File: src/verilog/dac10_control_regs.vh
// Register offsets, field positions, reset values and select codes
// for the four-channel 10-bit converter control block.
// Assumes byte-wide registers on a 4-bit address port.
`ifndef DAC10_CONTROL_REGS_VH
`define DAC10_CONTROL_REGS_VH

// ==========================================================
// Register offsets (channel index is added to each base)
`define OFF_CTRL_BASE   4'h0
`define OFF_HIGH_BASE   4'h4
`define OFF_LOW_BASE    4'h8
`define OFF_LOAD        4'hC

// ==========================================================
// Control register fields
`define CTRL_EN_BIT     7
`define CTRL_FM_BIT     6
`define CTRL_OE1_BIT    5
`define CTRL_OE2_BIT    4
`define CTRL_PSS_HI     3
`define CTRL_PSS_LO     2
`define CTRL_NSS_HI     1
`define CTRL_NSS_LO     0

// ==========================================================
// Load register fields
`define LD_POS_A        3'h0
`define LD_POS_B        3'h1
`define LD_POS_C        3'h4
`define LD_POS_D        3'h5
`define LD_IMPL_MASK    8'h33

// ==========================================================
// Reset values
`define RST_CTRL        8'h00
`define RST_CODE        8'h00
`define RST_LOAD        8'h00
`define RST_BUF         10'h000

// ==========================================================
// Source select codes
`define PSS_SUPPLY      2'h0
`define PSS_EXT_ZERO    2'h1
`define PSS_FIXED       2'h2
`define PSS_EXT_ONE     2'h3
`define NSS_GROUND      2'h0
`define NSS_EXT_ZERO    2'h1
`define NSS_EXT_ONE     2'h2

`endif

File: src/verilog/dac10_control.v
// Register file and digital control for four 10-bit converter channels.
// Assumes a simple strobe bus synchronous to clk_sys_i; the analog
// ladder, pin switches and pin input buffers sit outside.
// Pin inputs are taken as already synchronous to clk_sys_i, so the
// read-back has one flop and no synchroniser.
//
// What this block does
// - Control bit 7 enables the channel; zero disables it.
// - Control bit 6 picks left (one) or right (zero) justified code.
// - Control bit 5 connects the level to pin one.
// - Control bit 4 connects the level to pin two.
// - Bits 3-2 pick supply, ext zero, fixed, or ext one (upper channels).
// - Bits 1-0 pick ground, ext zero, ext one (upper channels), else reserved.
// - High register holds code 9..2 left, or 9..8 right with zeros above.
// - Low register holds code 1..0 in top bits left, or 7..0 right.
// - Writing one to a load bit copies the code, then hardware clears it.
// - A zero load bit leaves the buffered code untouched.
// - Load bits sit at 0, 1, 4 and 5 for channels a to d.
// - Load bits 7-6 and 3-2 read zero and ignore writes.
// - Every implemented register bit clears on any reset.
// - Code writes do not reach the ladder until a load.
// - A pin carrying the level reads back as zero.
// - Reset disables channels, frees the pins and clears all code bits.
`timescale 1ns/100ps
`include "dac10_control_regs.vh"

module dac10_control (
  // Clock and reset
  input  wire        clk_sys_i,
  input  wire        rstn_i,
  // Register port
  input  wire [3:0]  reg_addr_i,
  input  wire [7:0]  reg_wdata_i,
  input  wire        reg_wr_i,
  input  wire        reg_rd_i,
  output wire [7:0]  reg_rdata_o,
  // Pin digital inputs and their read-back, two pins per channel
  input  wire [7:0]  pin_in_i,
  output wire [7:0]  pin_read_o,
  // Channel controls toward the analog side
  output wire [3:0]  chan_enable_o,
  output wire [3:0]  level_pin_one_o,
  output wire [3:0]  level_pin_two_o,
  // Buffered ladder settings, channel a in the low bits
  output wire [39:0] code_o,
  output wire [15:0] pos_sel_o,
  output wire [11:0] neg_sel_o,
  output wire [3:0]  select_reserved_o
);

  // ==========================================================
  // Helpers
  function addr_hit;
    input [3:0] addr;
    input [3:0] base;
    input [3:0] ch;
    begin
      addr_hit = (addr == (base + ch));
    end
  endfunction

  function [7:0] byte_sel;
    input [31:0] vec;
    input [1:0]  idx;
    begin
      case (idx)
        2'h0:    byte_sel = vec[7:0];
        2'h1:    byte_sel = vec[15:8];
        2'h2:    byte_sel = vec[23:16];
        default: byte_sel = vec[31:24];
      endcase
    end
  endfunction

  function [2:0] load_pos;
    input [1:0] ch;
    begin
      case (ch)
        2'h0:    load_pos = `LD_POS_A;
        2'h1:    load_pos = `LD_POS_B;
        2'h2:    load_pos = `LD_POS_C;
        default: load_pos = `LD_POS_D;
      endcase
    end
  endfunction

  // Genvar to a 4-bit channel number without a silent width cut
  function [3:0] chan_idx;
    input integer n;
    begin
      case (n)
        0:       chan_idx = 4'h0;
        1:       chan_idx = 4'h1;
        2:       chan_idx = 4'h2;
        default: chan_idx = 4'h3;
      endcase
    end
  endfunction

  // Only the four implemented load bits exist, on write and on read
  function [7:0] load_mask;
    input [7:0] v;
    begin
      load_mask = v & `LD_IMPL_MASK;
    end
  endfunction

  // Read-back of one pin under its drive bit
  function pin_view;
    input drive;
    input level;
    begin
      pin_view = drive ? 1'b0 : level;
    end
  endfunction

  // ==========================================================
  // Shared load register
  reg  [7:0]  load_q;
  wire [7:0]  load_d;
  wire        wr_load;

  assign wr_load = reg_wr_i && (reg_addr_i == `OFF_LOAD);

  // A load bit lives for one cycle, fires, and is cleared by hardware.
  // A write landing in the clearing cycle wins, so no request is lost.
  assign load_d = wr_load ? load_mask(reg_wdata_i) : `RST_LOAD;

  always @(posedge clk_sys_i or negedge rstn_i) begin
    if (!rstn_i) begin
      load_q <= `RST_LOAD;
    end else begin
      load_q <= load_d;
    end
  end

  // ==========================================================
  // Per-channel registers
  wire [31:0] ctrl_all;
  wire [31:0] high_rd_all;
  wire [31:0] low_rd_all;

  genvar i;
  generate
    for (i = 0; i < 4; i = i + 1) begin : g_ch
      localparam [3:0] CH = chan_idx(i);

      reg  [7:0] ctrl_q;
      reg  [7:0] high_q;
      reg  [7:0] low_q;
      reg  [9:0] code_buf_q;
      reg  [3:0] pos_q;
      reg  [2:0] neg_q;
      reg        rsvd_q;
      wire [9:0] code_new;
      wire [7:0] high_rd;
      wire [7:0] low_rd;
      wire [3:0] pos_new;
      wire [2:0] neg_new;
      wire       rsvd_new;
      wire       fire;
      wire       wr_ctrl;
      wire       wr_high;
      wire       wr_low;
      wire       justify_format;
      wire       pin_one_drive;
      wire       pin_two_drive;
      wire [1:0] positive_source_select;
      wire [1:0] negative_source_select;
      reg  [1:0] pin_rd_q;

      assign fire = load_q[load_pos(CH[1:0])];

      // Write decode, one strobe per register of this channel
      assign wr_ctrl = reg_wr_i && addr_hit(reg_addr_i, `OFF_CTRL_BASE, CH);
      assign wr_high = reg_wr_i && addr_hit(reg_addr_i, `OFF_HIGH_BASE, CH);
      assign wr_low  = reg_wr_i && addr_hit(reg_addr_i, `OFF_LOW_BASE, CH);

      // Named control fields
      assign justify_format         = ctrl_q[`CTRL_FM_BIT];
      assign pin_one_drive          = ctrl_q[`CTRL_OE1_BIT];
      assign pin_two_drive          = ctrl_q[`CTRL_OE2_BIT];
      assign positive_source_select = ctrl_q[`CTRL_PSS_HI:`CTRL_PSS_LO];
      assign negative_source_select = ctrl_q[`CTRL_NSS_HI:`CTRL_NSS_LO];

      // ==========================================================
      // Register writes
      always @(posedge clk_sys_i or negedge rstn_i) begin
        if (!rstn_i) begin
          ctrl_q <= `RST_CTRL;
          high_q <= `RST_CODE;
          low_q  <= `RST_CODE;
        end else begin
          if (wr_ctrl) begin
            ctrl_q <= reg_wdata_i;
          end
          // Staged only; the ladder sees nothing until a load
          if (wr_high) begin
            high_q <= reg_wdata_i;
          end
          if (wr_low) begin
            low_q <= reg_wdata_i;
          end
        end
      end

      dac10_code_pack u_pack (
        .high_i           (high_q),
        .low_i            (low_q),
        .justify_format_i (justify_format),
        .code_o           (code_new),
        .high_rd_o        (high_rd),
        .low_rd_o         (low_rd)
      );

      dac10_source_decode #(
        .UPPER (i / 2)
      ) u_decode (
        .positive_source_select_i (positive_source_select),
        .negative_source_select_i (negative_source_select),
        .pos_sel_o                (pos_new),
        .neg_sel_o                (neg_new),
        .reserved_o               (rsvd_new)
      );

      // ==========================================================
      // Double buffer: all ten bits and the selects move together
      // Selects are buffered too, so a control byte written between
      // loads never swaps the ladder ends under a running code.
      always @(posedge clk_sys_i or negedge rstn_i) begin
        if (!rstn_i) begin
          code_buf_q <= `RST_BUF;
          pos_q      <= 4'h0;
          neg_q      <= 3'h0;
          rsvd_q     <= 1'b0;
        end else if (fire) begin
          code_buf_q <= code_new;
          pos_q      <= pos_new;
          neg_q      <= neg_new;
          rsvd_q     <= rsvd_new;
        end else begin
          code_buf_q <= code_buf_q;
        end
      end

      // ==========================================================
      // A pin handed to the level has no digital path back
      always @(posedge clk_sys_i or negedge rstn_i) begin
        if (!rstn_i) begin
          pin_rd_q <= 2'h0;
        end else begin
          pin_rd_q[0] <= pin_view(pin_one_drive, pin_in_i[2*i]);
          pin_rd_q[1] <= pin_view(pin_two_drive, pin_in_i[2*i+1]);
        end
      end

      // ==========================================================
      // Toward the analog side and the pin read-back
      assign chan_enable_o[i]     = ctrl_q[`CTRL_EN_BIT];
      assign level_pin_one_o[i]   = pin_one_drive;
      assign level_pin_two_o[i]   = pin_two_drive;
      assign pin_read_o[2*i+1:2*i] = pin_rd_q;
      assign code_o[10*i+9:10*i]  = code_buf_q;
      assign pos_sel_o[4*i+3:4*i] = pos_q;
      assign neg_sel_o[3*i+2:3*i] = neg_q;
      assign select_reserved_o[i] = rsvd_q;

      assign ctrl_all[8*i+7:8*i]    = ctrl_q;
      assign high_rd_all[8*i+7:8*i] = high_rd;
      assign low_rd_all[8*i+7:8*i]  = low_rd;
    end
  endgenerate

  // ==========================================================
  // Read path
  reg  [7:0] rd_val;
  reg  [7:0] rdata_q;

  // Unmapped offsets read zero; unimplemented code bits are masked
  always @* begin
    case (reg_addr_i[3:2])
      2'h0:    rd_val = byte_sel(ctrl_all, reg_addr_i[1:0]);
      2'h1:    rd_val = byte_sel(high_rd_all, reg_addr_i[1:0]);
      2'h2:    rd_val = byte_sel(low_rd_all, reg_addr_i[1:0]);
      default: rd_val = (reg_addr_i == `OFF_LOAD) ? load_mask(load_q) : 8'h00;
    endcase
  end

  // Reads have no side effects; a load bit clears on its own.
  // Data stand only in the cycle after the read strobe
  always @(posedge clk_sys_i or negedge rstn_i) begin
    if (!rstn_i) begin
      rdata_q <= 8'h00;
    end else begin
      rdata_q <= reg_rd_i ? rd_val : 8'h00;
    end
  end

  assign reg_rdata_o = rdata_q;

endmodule

File: src/verilog/dac10_code_pack.v
// Assembles the 10-bit code from the high and low code registers,
// and gives the read-back view of both, under the format bit.
// Purely combinational; the caller registers what it needs.
`timescale 1ns/100ps

module dac10_code_pack (
  // Staged code registers
  input  wire [7:0] high_i,
  input  wire [7:0] low_i,
  // Format: one is left justified
  input  wire       justify_format_i,
  // Results
  output reg  [9:0] code_o,
  output reg  [7:0] high_rd_o,
  output reg  [7:0] low_rd_o
);

  // ==========================================================
  // Justification
  always @* begin
    if (justify_format_i) begin
      code_o    = {high_i, low_i[7:6]};
      high_rd_o = high_i;
      low_rd_o  = {low_i[7:6], 6'h00};
    end else begin
      code_o    = {high_i[1:0], low_i};
      high_rd_o = {6'h00, high_i[1:0]};
      low_rd_o  = low_i;
    end
  end

endmodule

File: src/verilog/dac10_source_decode.v
// Decodes the positive and negative source fields into one-hot
// selects toward the ladder ends. Reserved codes select nothing.
// UPPER is one for the third and fourth channels.
`timescale 1ns/100ps
`include "dac10_control_regs.vh"

module dac10_source_decode #(
  parameter UPPER = 0
) (
  // Fields
  input  wire [1:0] positive_source_select_i,
  input  wire [1:0] negative_source_select_i,
  // One-hot: supply, ext zero, fixed, ext one
  output reg  [3:0] pos_sel_o,
  // One-hot: ground, ext zero, ext one
  output reg  [2:0] neg_sel_o,
  output reg        reserved_o
);

  // ==========================================================
  // Decode
  always @* begin
    pos_sel_o  = 4'h0;
    neg_sel_o  = 3'h0;
    reserved_o = 1'b0;
    case (positive_source_select_i)
      `PSS_SUPPLY:   pos_sel_o = 4'h1;
      `PSS_EXT_ZERO: pos_sel_o = 4'h2;
      `PSS_FIXED:    pos_sel_o = 4'h4;
      default: begin
        if (UPPER != 0) pos_sel_o = 4'h8;
        else reserved_o = 1'b1;
      end
    endcase
    case (negative_source_select_i)
      `NSS_GROUND:   neg_sel_o = 3'h1;
      `NSS_EXT_ZERO: neg_sel_o = 3'h2;
      `NSS_EXT_ONE: begin
        if (UPPER != 0) neg_sel_o = 3'h4;
        else reserved_o = 1'b1;
      end
      default: reserved_o = 1'b1;
    endcase
  end

endmodule

File: config.mk
export PLATFORM = sky130hd
export DESIGN_NAME = dac10_control
export DESIGN_NICKNAME = d
export VERILOG_FILES = /design/src/verilog/dac10_control.v /design/src/verilog/dac10_code_pack.v /design/src/verilog/dac10_source_decode.v
export VERILOG_INCLUDE_DIRS = /design/src /design/src/verilog
export SDC_FILE = /design/constraint.sdc
export NUM_CORES = 1
export LEC_CHECK = 0
export BUFFER_PORTS_ARGS = -buffer_cell sky130_fd_sc_hd__buf_2
export CAP_MARGIN = 40
export CORE_ASPECT_RATIO = 1.75
export CORE_MARGIN = 5
export CORE_UTILIZATION = 63
export CTS_BUF_LIST = sky130_fd_sc_hd__clkbuf_16
export CTS_CLUSTER_DIAMETER = 50
export DETAILED_ROUTE_END_ITERATION = 8
export PLACE_DENSITY = 0.86
export SYNTH_ARGS = -nofsm -noshare
export SYNTH_HDL_FRONTEND = slang
export SYNTH_HIERARCHICAL = 1
export SYNTH_SLANG_ARGS = --single-unit
File: constraint.sdc
create_clock -name clk_sys_i -period 4.4 [get_ports clk_sys_i]
set_input_delay 0.88 -clock clk_sys_i [delete_from_list [all_inputs] [get_ports clk_sys_i]]
set_output_delay 0.88 -clock clk_sys_i [all_outputs]
set_load 0.05 [all_outputs]
Yosys cells after proc, flatten, opt, wreduce, memory -nomap -nowiden
Index checks and enable logic that the tools add are counted.
Word-level totals
  register bits: 186
Cells by class
  eq/ne operators: 30
  multiplexer cells: 41
  reductions and logical operators: 30
Operator list (number)
  8-bit one-hot mux with 3 select lines: 4
  10-bit 2-to-1 mux: 4
  8-bit 2-to-1 mux: 5
  6-bit 2-to-1 mux: 6
  3-bit one-hot mux with 3 select lines: 4
  4-bit one-hot mux with 3 select lines: 2
  2-bit by 1-bit equality test with 1-bit output, second input constant: 10
  4-bit equality test, second input constant: 5
  2-bit logical NOT: 10
  2-bit equality test, second input constant: 8
  4-bit by 3-bit equality test with 1-bit output, second input constant: 4
  1-bit 2-to-1 mux: 14
  1-bit logical AND: 13
  3-bit OR reduction: 4
  4-bit by 2-bit equality test with 1-bit output, second input constant: 2
  2-bit one-hot mux with 2 select lines: 2
  4-bit by 1-bit equality test with 1-bit output, second input constant: 1
  4-bit logical NOT: 1
  2-bit OR reduction: 2

Depth between registers and ports, before layout
Gate-level depths: netlist of run 1.
  word-level depth: 4
  gate-level depth with buffers: 7
  depth with buffers taken out: 5

Cells and area by module
Netlist of run 1, hierarchy kept.
Modules (own cells, without submodules)
  dac10_control: times used 1, cells each 544, area each 8076.5 um^2, seq. area each 4704.5 um^2
  dac10_code_pack: times used 4, cells each 28, area each 264.0 um^2, seq. area each 0.0 um^2
  dac10_source_decode at g_ch[2].u_decode ...: times used 2, cells each 8, area each 57.6 um^2, seq. area each 0.0 um^2
  dac10_source_decode at g_ch[0].u_decode ...: times used 2, cells each 9, area each 56.3 um^2, seq. area each 0.0 um^2

Least setup slack after synthesis of run 1
OpenSTA, ideal clock, no wires.
  path kind: input -> register
  start: in reg_addr_i[3]
  end: reg g_ch[3].ctrl_q[0]
  data arrival time: 1.897 ns
  data required time: 4.275 ns
  slack: 2.378 ns
  stages on the path: 5
  path buffers: 2
  cell sequence: buf_4 -> nor3b_4 -> nor2b_1 -> buf_4 -> mux2_2
On the way
  longest elaborated chain between the ends: 2
Ends and longest elaborated chain
  from (decl): line dac10_control.v:32  | input wire [3:0] reg_addr_i,
  4-bit by 2-bit equality test with 1-bit output: line dac10_control.v:58  | addr_hit = (addr == (base + ch));
  1-bit logical AND: line dac10_control.v:175  | assign wr_ctrl = reg_wr_i && addr_hit(reg_addr_i, `OFF_CTRL_BASE, CH);
  to (signal assigned): line dac10_control.v:190  | ctrl_q <= `RST_CTRL;
  to (signal assigned): line dac10_control.v:195  | ctrl_q <= reg_wdata_i;
  to (decl): line dac10_control.v:148  | reg [7:0] ctrl_q;
No other way between the ends.
A chain may end at the register's enable or synchronous reset.

Worst setup path in the final report of run 1
  start: in reg_addr_i[1]
  end: reg g_ch[3].ctrl_q[5]
The elaborated chain is that of the path after synthesis.

==> results of run 1 <==
-- power groups by stage --
stage	clock network [mW]	logic (mW)	registers (mW)
3_5_place_dp	0	1.90	2.45
5_1_grt	1.61	2.00	2.47
6_report	1.51	1.90	2.42
3_3_place_gp	0	1.84	2.43
2_1_floorplan	0	1.04	2.87
4_1_cts	1.54	1.91	2.42
-- cells in the final DEF (no fill, tap or decap), drive strengths merged --
master / netlist / final
conb: 2 / 4
and4bb: 1 / 1
nor3: 5 / 5
nor3b: 1 / 1
a2bb2oi: 1 / 1
and3: 4 / 4
and2b: 11 / 11
o2bb2ai: 4 / 4
inv: 7 / 13
clkbuf: 10 / 17
bufinv: 0 / 1
and3b: 1 / 1
a21oi: 3 / 3
nor2b: 38 / 38
and2: 28 / 28
nand4: 1 / 1
a221o: 2 / 2
o211ai: 3 / 3
dfrtp: 188 / 188
nand3b: 3 / 3
mux2: 212 / 212
a22o: 1 / 1
nand2: 7 / 7
clkinv: 0 / 6
clkinvlp: 0 / 2
mux2i: 32 / 32
o21ai: 10 / 10
nand3: 3 / 3
nor2: 19 / 19
buf: 65 / 129
a22oi: 1 / 1
mux4: 4 / 4
nand2b: 6 / 6
a21o: 2 / 2
or3b: 1 / 1
o22ai: 14 / 14
-- through the flow --
| stage | power (mW) | hold WS, ns | util, % | cells | cell area (µm²) |
|---|---|---|---|---|---|
| finish | 5.84 | 0.494 | 70.2 | 961 | 10400 |
| global route | 6.08 | 0.519 | 70.2 | 961 | 10400 |
| CTS | 5.87 | 0.495 | 70.2 | 961 | 10400 |
| detailed placement | 4.35 | 0.485 | 66.2 | 929 | 9780 |
| global placement | 4.27 | 0.480 | 65.9 | 927 | 9720 |
| floorplan | 3.91 | 0.441 | - | 692 | 9370 |
-- cells by family after synthesis --
group / Yosys count / share of synthesized area (%)
flip-flops: 188 / 50.3
multiplexers: 248 / 31.2
AO/OA/AOI/OAI: 41 / 2.91
AND/OR/NAND/NOR: 129 / 9.54
other: 2 / 0.0802
buffers and inverters: 82 / 6.03
-- layout make-up --
| cell class | instances | area [µm²] |
|---|---|---|
| Sequential cell | 188 | 4700 |
| Fill cell | 1053 | 4400 |
| Multi-Input combinational cell | 422 | 4100 |
| Timing Repair Buffer | 129 | 719 |
| Clock buffer | 17 | 425 |
| Tap cell | 183 | 229 |
| Clock inverter | 15 | 158 |
| Inverter | 7 | 26.3 |
-- worst paths after layout --
check	from	end	slack, ns	depth (start not counted)
min reg2reg	g_ch[0].ctrl_q[4]	g_ch[0].pin_rd_q[1]	0.49	1
max in group asynchronous	rstn_i	reg_rdata_o[0]	2.98	2
min	g_ch[0].ctrl_q[4]	g_ch[0].pin_rd_q[1]	0.49	1
max reg2reg	g_ch[3].ctrl_q[6]	reg_rdata_o[3]	2.29	4
min in group asynchronous	rstn_i	g_ch[2].code_buf_q[9]	0.50	1
max	reg_addr_i[1]	g_ch[3].ctrl_q[5]	1.90	4
-- worst reg2reg max path, cell delays in order (launching register included) --
cell and delay (ns):
sky130_fd_sc_hd__dfrtp_1 0.95, sky130_fd_sc_hd__nor2b_1 0.16, sky130_fd_sc_hd__mux4_2 0.56, sky130_fd_sc_hd__o21ai_0 0.19
sky130_fd_sc_hd__o22ai_1 0.12
-- metal layers --
metal / GRT usage [%] / share of wire, % / vias to the layer above
met5: 0 / 0 / -
met4: 13.1 / 4.2 / 0
met3: 3.69 / 4.4 / 43
met2: 48.9 / 56 / 178
met1: 30.9 / 35 / 2965
li1: - / - / 2522
-- sequential cells by signal, indices dropped and copies added (netlist names) --
register and flops:
g_ch.code_buf_q 40, g_ch.ctrl_q 32, g_ch.high_q 32, g_ch.low_q 32
g_ch.pos_q 16, g_ch.neg_q 12, g_ch.pin_rd_q 8, reg_rdata_o 8
g_ch.rsvd_q 4, load_q 4
==> results.md, run 1 <==
- The internal power of the cells is 3.64 mW.
- Walking the worst path, the cells encountered are buf_2 -> nand2_1 -> nor2b_1 -> mux2_2.
- Once detail routing completed, the nets flagged for antenna violations numbered 0.
- The routed wire length per instance is 23.6 µm.
- Across the run, the number of max-cap violations was 0.
- The commonest cells after synthesis are sky130_fd_sc_hd__dfrtp_1, sky130_fd_sc_hd__mux2_2, sky130_fd_sc_hd__buf_4.
- The synthesized design contains 0 enable-type register cells.
- At the end of routability-driven placement, the weighted congestion stood at 0.941.
- The synthesis warning total is 6.
- Of the total power, the clock network draws 25.9%.
- The cell count after synthesis came out at 690.
- For the pin with the worst max-slew slack, the measured transition is 0.932 ns.
- After detailed routing, the total wire length is 22,700 µm.
- Measured along the y axis, the die boundary spans 171 µm.
- The dominant cell by count in the synthesized netlist is sky130_fd_sc_hd__dfrtp_1.
- The library cell occupying the most area in the post-synthesis netlist is sky130_fd_sc_hd__dfrtp_1.
- In this run the tightest slew margin relative to its limit is 37.9%.
- The worst-case IR drop observed on VDD is 0.472 mV.
- The count of pins on the block boundary is 124.
- The number of nets in the final layout is 789.
- The clock tree synthesis step divided the H-tree into 4 levels.
- Data on the critical path is required at its endpoint by 4.71 ns.
- The maximum number of pins on one net before global-route repair is 91.
- The power density normalized to cell area is 563 mW/mm².
- The sequential area share after synthesis is 50.3%.
- The post-cts resize count is 0.
- The number of clock buffers added by TritonCTS is 17.
- The kind of critical path is in2reg.
- Setup repair after global routing left no endpoint under its margin.
- The fraction of layout cells with a size suffix above 1 is 52.7%.
- The mapped cell area is 0.00936 mm².
- The standby leakage power is 5.05 nW.
- The path class of the lowest-slack min-delay path is reg2reg.
- The number of synthesized register bits is 188.
- The number of post-CTS setup repair buffers is 0.
- The area growth from synthesis to final layout is 10.7%.
- The number of hold violations in the final report is 0.
- The share of the synthesized area in the top cell type is 50.3%.
- The clock input transition at the sequential cells of the worst setup and hold paths is 0.08 ns.
- Summed over all layers, the global routing overflow is 0.
- In the post-synthesis netlist, the biggest area contributors are sky130_fd_sc_hd__dfrtp_1, sky130_fd_sc_hd__mux2_2, sky130_fd_sc_hd__mux2_4.
- The cell type of the slowest stage on the worst timing path is sky130_fd_sc_hd__nor2b_1.
- The clock tree buffer depth is 2.
- The power dissipated by switching net loads is 2.20 mW.
- The total half-perimeter wirelength after legalization and detailed placement is 16,200 µm.
- In the routed design, unresolved DRC markers number 0.
- Global routing used 27.1% of the available tracks.
- The signal arrival time at the worst endpoint is 2.81 ns.
- The initial antenna violation count is 0.
- Dividing the detail-routed via count by the number of cells gives 5.94.
- The die width is 102 µm.
- The run finished with clean final reports.
- Setup violations remaining at the end of the flow were counted as 0.
- Counting I/O delays and the setup requirement, the final critical path takes 2.50 ns.
- The worst setup margin is 1.90 ns.
- The number of global-route vias before repair was 6,264.
- The number of antenna diodes in the final layout is 0.
- The number of DRC violations after detailed-routing iteration 0 is 254.
- Yosys mapped the design onto 46 distinct sky130hd cell types.
- The part of the power in combinational logic is 32.5%.
- The die area is 0.0175 mm².
- The largest fanout of any net on the critical path is 25.
- After synthesis, the share of flip-flops with an asynchronous set or reset is 100%.
- The CTS root buffer is sky130_fd_sc_hd__clkbuf_16.
- The clock sink count is 188.
- The kind of capture point of the worst setup path is a flop.
- In this run the tool buffered the top-level ports with 123 buffer cells.
- The worst slack after detailed placement is 1.48 ns.
- The placeable core area is 0.0148 mm².
- In this design, the largest share of critical-path delay is due to simple AND/OR/NAND/NOR gates.
- The number of buffers and inverters on the critical path is 1.
- TritonCTS built the clock tree.
- The pre-antenna-repair detailed-routing pass consisted of 4 iterations.
- The most frequently used flop master after synthesis is sky130_fd_sc_hd__dfrtp_1.
- The sequential power share is 41.5%.
- The startpoint class of the critical path is an input port.
- The floorplan has 59 rows.
- The setup skew after layout is 0.0112 ns.
- After synthesis, the mean cell area works out to 13.6 µm².
- The accumulated negative setup slack is 0 ns.
- The hold buffer count at CTS is 0.
- The wire length of the first global-routing pass is 35,400 µm.
- The final critical path takes up 56.9% of the cycle.
- The initial utilization of the core area, before any placement, comes to 63.4%.
- The highest clock frequency the design can meet is 400 MHz.
- The total number of vias is 5,708.
- The switching share of power is 37.6%.
- Clock latency on the worst-skew pair, taken at its later pin, is 0.42 ns.
- On the worst path, the slowest cell contributes a delay of 0.63 ns.
- The final-report max-slew violation count is 0.
(Power assumes the default switching activity.)
==> inputs of run 2 (changes only) <==
--- a/config.mk
+++ b/config.mk
@@ -6,15 +6,16 @@
 export SDC_FILE = /design/constraint.sdc
 export NUM_CORES = 1
 export LEC_CHECK = 0
+export ABC_AREA = 1
 export BUFFER_PORTS_ARGS = -buffer_cell sky130_fd_sc_hd__buf_2
 export CAP_MARGIN = 40
 export CORE_ASPECT_RATIO = 1.75
 export CORE_MARGIN = 5
-export CORE_UTILIZATION = 63
+export CORE_UTILIZATION = 58
 export CTS_BUF_LIST = sky130_fd_sc_hd__clkbuf_16
 export CTS_CLUSTER_DIAMETER = 50
 export DETAILED_ROUTE_END_ITERATION = 8
-export PLACE_DENSITY = 0.86
+export PLACE_DENSITY = 0.8
 export SYNTH_ARGS = -nofsm -noshare
 export SYNTH_HDL_FRONTEND = slang
 export SYNTH_HIERARCHICAL = 1
==> constraint.sdc (replaced) <==
create_clock -name clk_sys_i -period 2.6 [get_ports clk_sys_i]
set_input_delay 0.52 -clock clk_sys_i [delete_from_list [all_inputs] [get_ports clk_sys_i]]
set_output_delay 0.52 -clock clk_sys_i [all_outputs]
set_load 0.05 [all_outputs]
==> run 2 against run 1 <==
Net effect: first-iteration DRC count rose by 130%; synthesized cell count increased by 70%; largest power group unchanged; sequential share of layout area increased by 2.2 points; critical path depth increased by 5.
==> results.md, run 2 <==
- The flow ran to the end, and the final reports show no timing, DRC or antenna violations.
- The endpoint identified for the worst register-to-register timing path is reg_rdata_o[0].
- The largest vdd supply drop is 0.563 mV (+19%).
- The largest fanout of any net on the critical path is 13 (-48%).
- The max-capacitance violation count was 0 (unchanged).
- The last weighted congestion value of the routability-driven placer is 0.987 (+4.9%).
- The number of enable flip-flop cells after synthesis was 0 (unchanged).
- The path class of the lowest-slack min-delay path is in2async.
- Counting instances in the post-synthesis netlist gives the leading cell types as sky130_fd_sc_hd__nand2_1, sky130_fd_sc_hd__dfrtp_1, sky130_fd_sc_hd__nor2_1.
- The count of different cell masters after synthesis is 22 (-52%).
- The library cell occupying the most area in the post-synthesis netlist is sky130_fd_sc_hd__dfrtp_1.
- The overall power is 9.04 mW (+55%).
- By area the synthesized netlist is led by sky130_fd_sc_hd__dfrtp_1, sky130_fd_sc_hd__nand2_1, sky130_fd_sc_hd__nor2_1.
- The standby leakage power is 5.80 nW (+15%).
- The maximum number of pins on one net before global-route repair is 66 (-27%).
- The iteration count of the initial detailed-routing pass came to 5 (+1).
- The clock tree buffer depth came to 2 (unchanged).
- The adder-cell share of the synthesized area is 0% (unchanged).
- The leading cell type in the layout, fill and taps excluded is sky130_fd_sc_hd__nand2_1.
- The post-route minimum period is 1.81 ns.
- The gate count after technology mapping came to 1,170 (+70%).
- The power density normalized to cell area is 914 mW/mm² (+62%).
- The total of endpoints with negative setup slack in the final report was 0 (unchanged).
- The number of non-filler instances in the completed layout is 1,439 (+50%).
- The fraction of layout cells with a size suffix above 1 is 15.2% (-37 points).
- The global-route total usage across every layer is 27.2% (+0.16 points).
- The number of cells on the worst reg-to-reg path is 9 (+5).
- The number of synthesized register bits was 188 (unchanged).
- The average cell area after synthesis is 7.58 µm² (-44%).
- The CTS root buffer is sky130_fd_sc_hd__clkbuf_16.
- The die area is 0.0180 mm² (+2.7%).
- The final-report max-slew violation count was 0 (unchanged).
- The worst slack after detailed placement is 0.549 ns (-0.933 ns).
- The initial antenna violation count is 1 (+1).
- The vertical die dimension is 174 µm (+1.4%).
- The tightest slew margin relative to the limit is 51.7% (+14 points).
- The required time at the worst-slack endpoint was 2.91 ns (-1.80 ns).
- The via-per-instance ratio is 5.26 (-11%).
- The number of post-CTS setup repair buffers was 0 (unchanged).
- The number of nets in the final layout came to 1,267 (+61%).
- The total half-perimeter wirelength after legalization and detailed placement is 16,900 µm (+4.0%).
- The critical path is of the reg2reg type.
- The post-cts resize count was 0 (unchanged).
- The final core utilization came to 66.0% (-4.2 points).
- The count of H-tree levels built during CTS is 4 (unchanged).
- The clock sink count is 188 (unchanged).
- The hold buffer count at CTS is 0 (unchanged).
- Among all cell types in the netlist, the one instantiated most often is sky130_fd_sc_hd__nand2_1.
- The critical register-to-register path startpoint is g_ch[1].ctrl_q[6].
- The signal arrival time at the worst endpoint is 2.13 ns (-0.68 ns).
- The sequential area share after synthesis is 53.0% (+2.8 points).
- The effective utilization at floorplan is 59.2% (-4.2 points).
- The TritonCTS clock tree is built.
- The number of DRC violations after detailed-routing iteration 0 is 573 (+130%).
- The total number of vias is 7,566 (+33%).
- The kind of capture point of the worst setup path is a flop.
- The accumulated negative setup slack is 0 ns (unchanged).
- The share of synthesized cell area in and, or, nand and nor gates was 29.9% (+20 points).
- The synthesized-area fraction occupied by ao, oa, aoi and oai cells is 6.66% (+3.7 points).
- The die width was 103 µm (+1.3%).
- The final critical-path share of the clock period is 69.8%.
- The largest family of logic cells by synthesized area is simple AND/OR/NAND/NOR gates.
- The number of antenna-violating nets in the routed design is 0 (unchanged).
- The wire length of the first global-routing pass is 37,800 µm (+6.6%).
- The aggregate routed wire length is 23,300 µm (+2.8%).
- The library cells used most frequently in the layout, excluding fill and tap cells, are sky130_fd_sc_hd__nand2_1, sky130_fd_sc_hd__dfrtp_1, sky130_fd_sc_hd__nor2_1, sky130_fd_sc_hd__buf_2, sky130_fd_sc_hd__inv_1.
- The number of global-route vias before repair is 7,392 (+18%).
- Counting flops per register, the top entry is g_ch.code_buf_q.
- The final non-filler cell area is 0.00989 mm² (-4.5%).
- The startpoint class of the critical path is a flop.
- The setup slack of the most critical reg-to-reg path is 0.79 ns (-1.50 ns).
- The cell count after placement is 1,407 (+51%).
- The highest clock frequency the design can meet is 551 MHz.
- The total congestion overflow after global routing is 0 (unchanged).
- The placeable core area came to 0.0150 mm² (+1.5%).
- The count of pins on the block boundary is 124 (unchanged).
- The mapped cell area is 0.00887 mm² (-5.2%).
- The share of cell area taken by muxes after synthesis is 0% (-31 points).
- The clock input transition at the sequential cells of the worst setup and hold paths is 0.07 ns (about the same).
- The parity-gate share of the synthesized area counting xor and xnor cells is 0% (unchanged).
- The worst hold slack came to 0.00666 ns (-0.487 ns).
- For this run, the leading register cell type out of synthesis is sky130_fd_sc_hd__dfrtp_1.
- The number of hold violations in the final report is 0 (unchanged).
- The count of standard-cell rows was 59 (unchanged).
- The cell area reported after detailed placement is 0.00933 mm² (-4.6%).
- The synthesis warning total came to 6 (unchanged).
- The number of inserted diodes is 0 (unchanged).
- The routed wire length per instance is 16.2 µm (-31%).
- The worst setup margin came to 0.785 ns (-1.11 ns).
- Setup repair after global routing left no endpoint under its margin.
- The transition time at the pin with the least slew margin is 0.724 ns (-0.208 ns).
- From synthesis to final layout, the design area changed by 11.5%.
- The number of CTS-inserted buffers was 17 (unchanged).
- The share of async-settable or async-resettable flops after synthesis is 100% (unchanged).
- The number of port buffers is 123 (unchanged).
- The number of flip-flops under the largest register name is 40 (unchanged).
- The setup skew after layout is 0.0136 ns (+0.00241 ns).
- The clock network latency to the later pin of the worst-skew pair was 0.43 ns (about the same).
- The number of remaining DRC errors is 0 (unchanged).
- The share of the synthesized area in the top cell type came to 53.0% (+2.8 points).
run 2: kinds of logic (layout without fill, tap and decap cells):
| logic type | after synthesis | count (layout) |
|---|---|---|
| other cells | 2 | 4 |
| flops | 188 | 188 |
| compound gates | 118 | 118 |
| buf+inv | 191 | 275 |
| simple gates | 671 | 671 |
run 2: critical path, cell delays in order (launching register included):
cell	delay [ns]
sky130_fd_sc_hd__dfrtp_1	0.69
sky130_fd_sc_hd__inv_2	0.20
sky130_fd_sc_hd__nand2_1	0.13
sky130_fd_sc_hd__inv_1	0.08
sky130_fd_sc_hd__o21ai_0	0.15
sky130_fd_sc_hd__nand3_1	0.08
sky130_fd_sc_hd__nand2_1	0.08
sky130_fd_sc_hd__nand3_1	0.08
sky130_fd_sc_hd__nor2_1	0.14
sky130_fd_sc_hd__nor2_1	0.06
run 2: layer usage:
metal	routed length (µm)	up-vias	GRT usage (%)
met5	13	-	0
met2	11600	299	44.8
li1	-	3673	-
met4	1260	2	14.5
met1	9020	3521	33.6
met3	1410	71	4.31
run 2: layout make-up:
class	instances	area, µm²
fillers	1293	5090
multi-input cells	793	3260
inverters	108	405
flip-flops and latches	188	4700
well taps	183	229
repair buffers	135	737
clock buffers	17	425
clock inverters	15	135
run 2: worst max path at each step:
stage                              to  slack, ns         startpoint
finish                 reg_rdata_o[0]       0.79  g_ch[1].ctrl_q[6]
global placement       reg_rdata_o[0]       0.56      reg_addr_i[1]
global route           reg_rdata_o[5]       0.61  g_ch[1].ctrl_q[6]
detailed placement     reg_rdata_o[0]       0.55      reg_addr_i[1]
floorplan           g_ch[1].ctrl_q[4]       1.12      reg_addr_i[2]
CTS                    reg_rdata_o[0]       0.81  g_ch[1].ctrl_q[6]
run 2: report_power, final:
| group | internal [mW] | total (mW) | switching (mW) |
|---|---|---|---|
| Clock | 1.26 | 2.46 | 1.20 |
| Combinational | 0.648 | 2.63 | 1.98 |
| Sequential | 3.48 | 3.96 | 0.473 |
| Total | 5.39 | 9.04 | 3.65 |
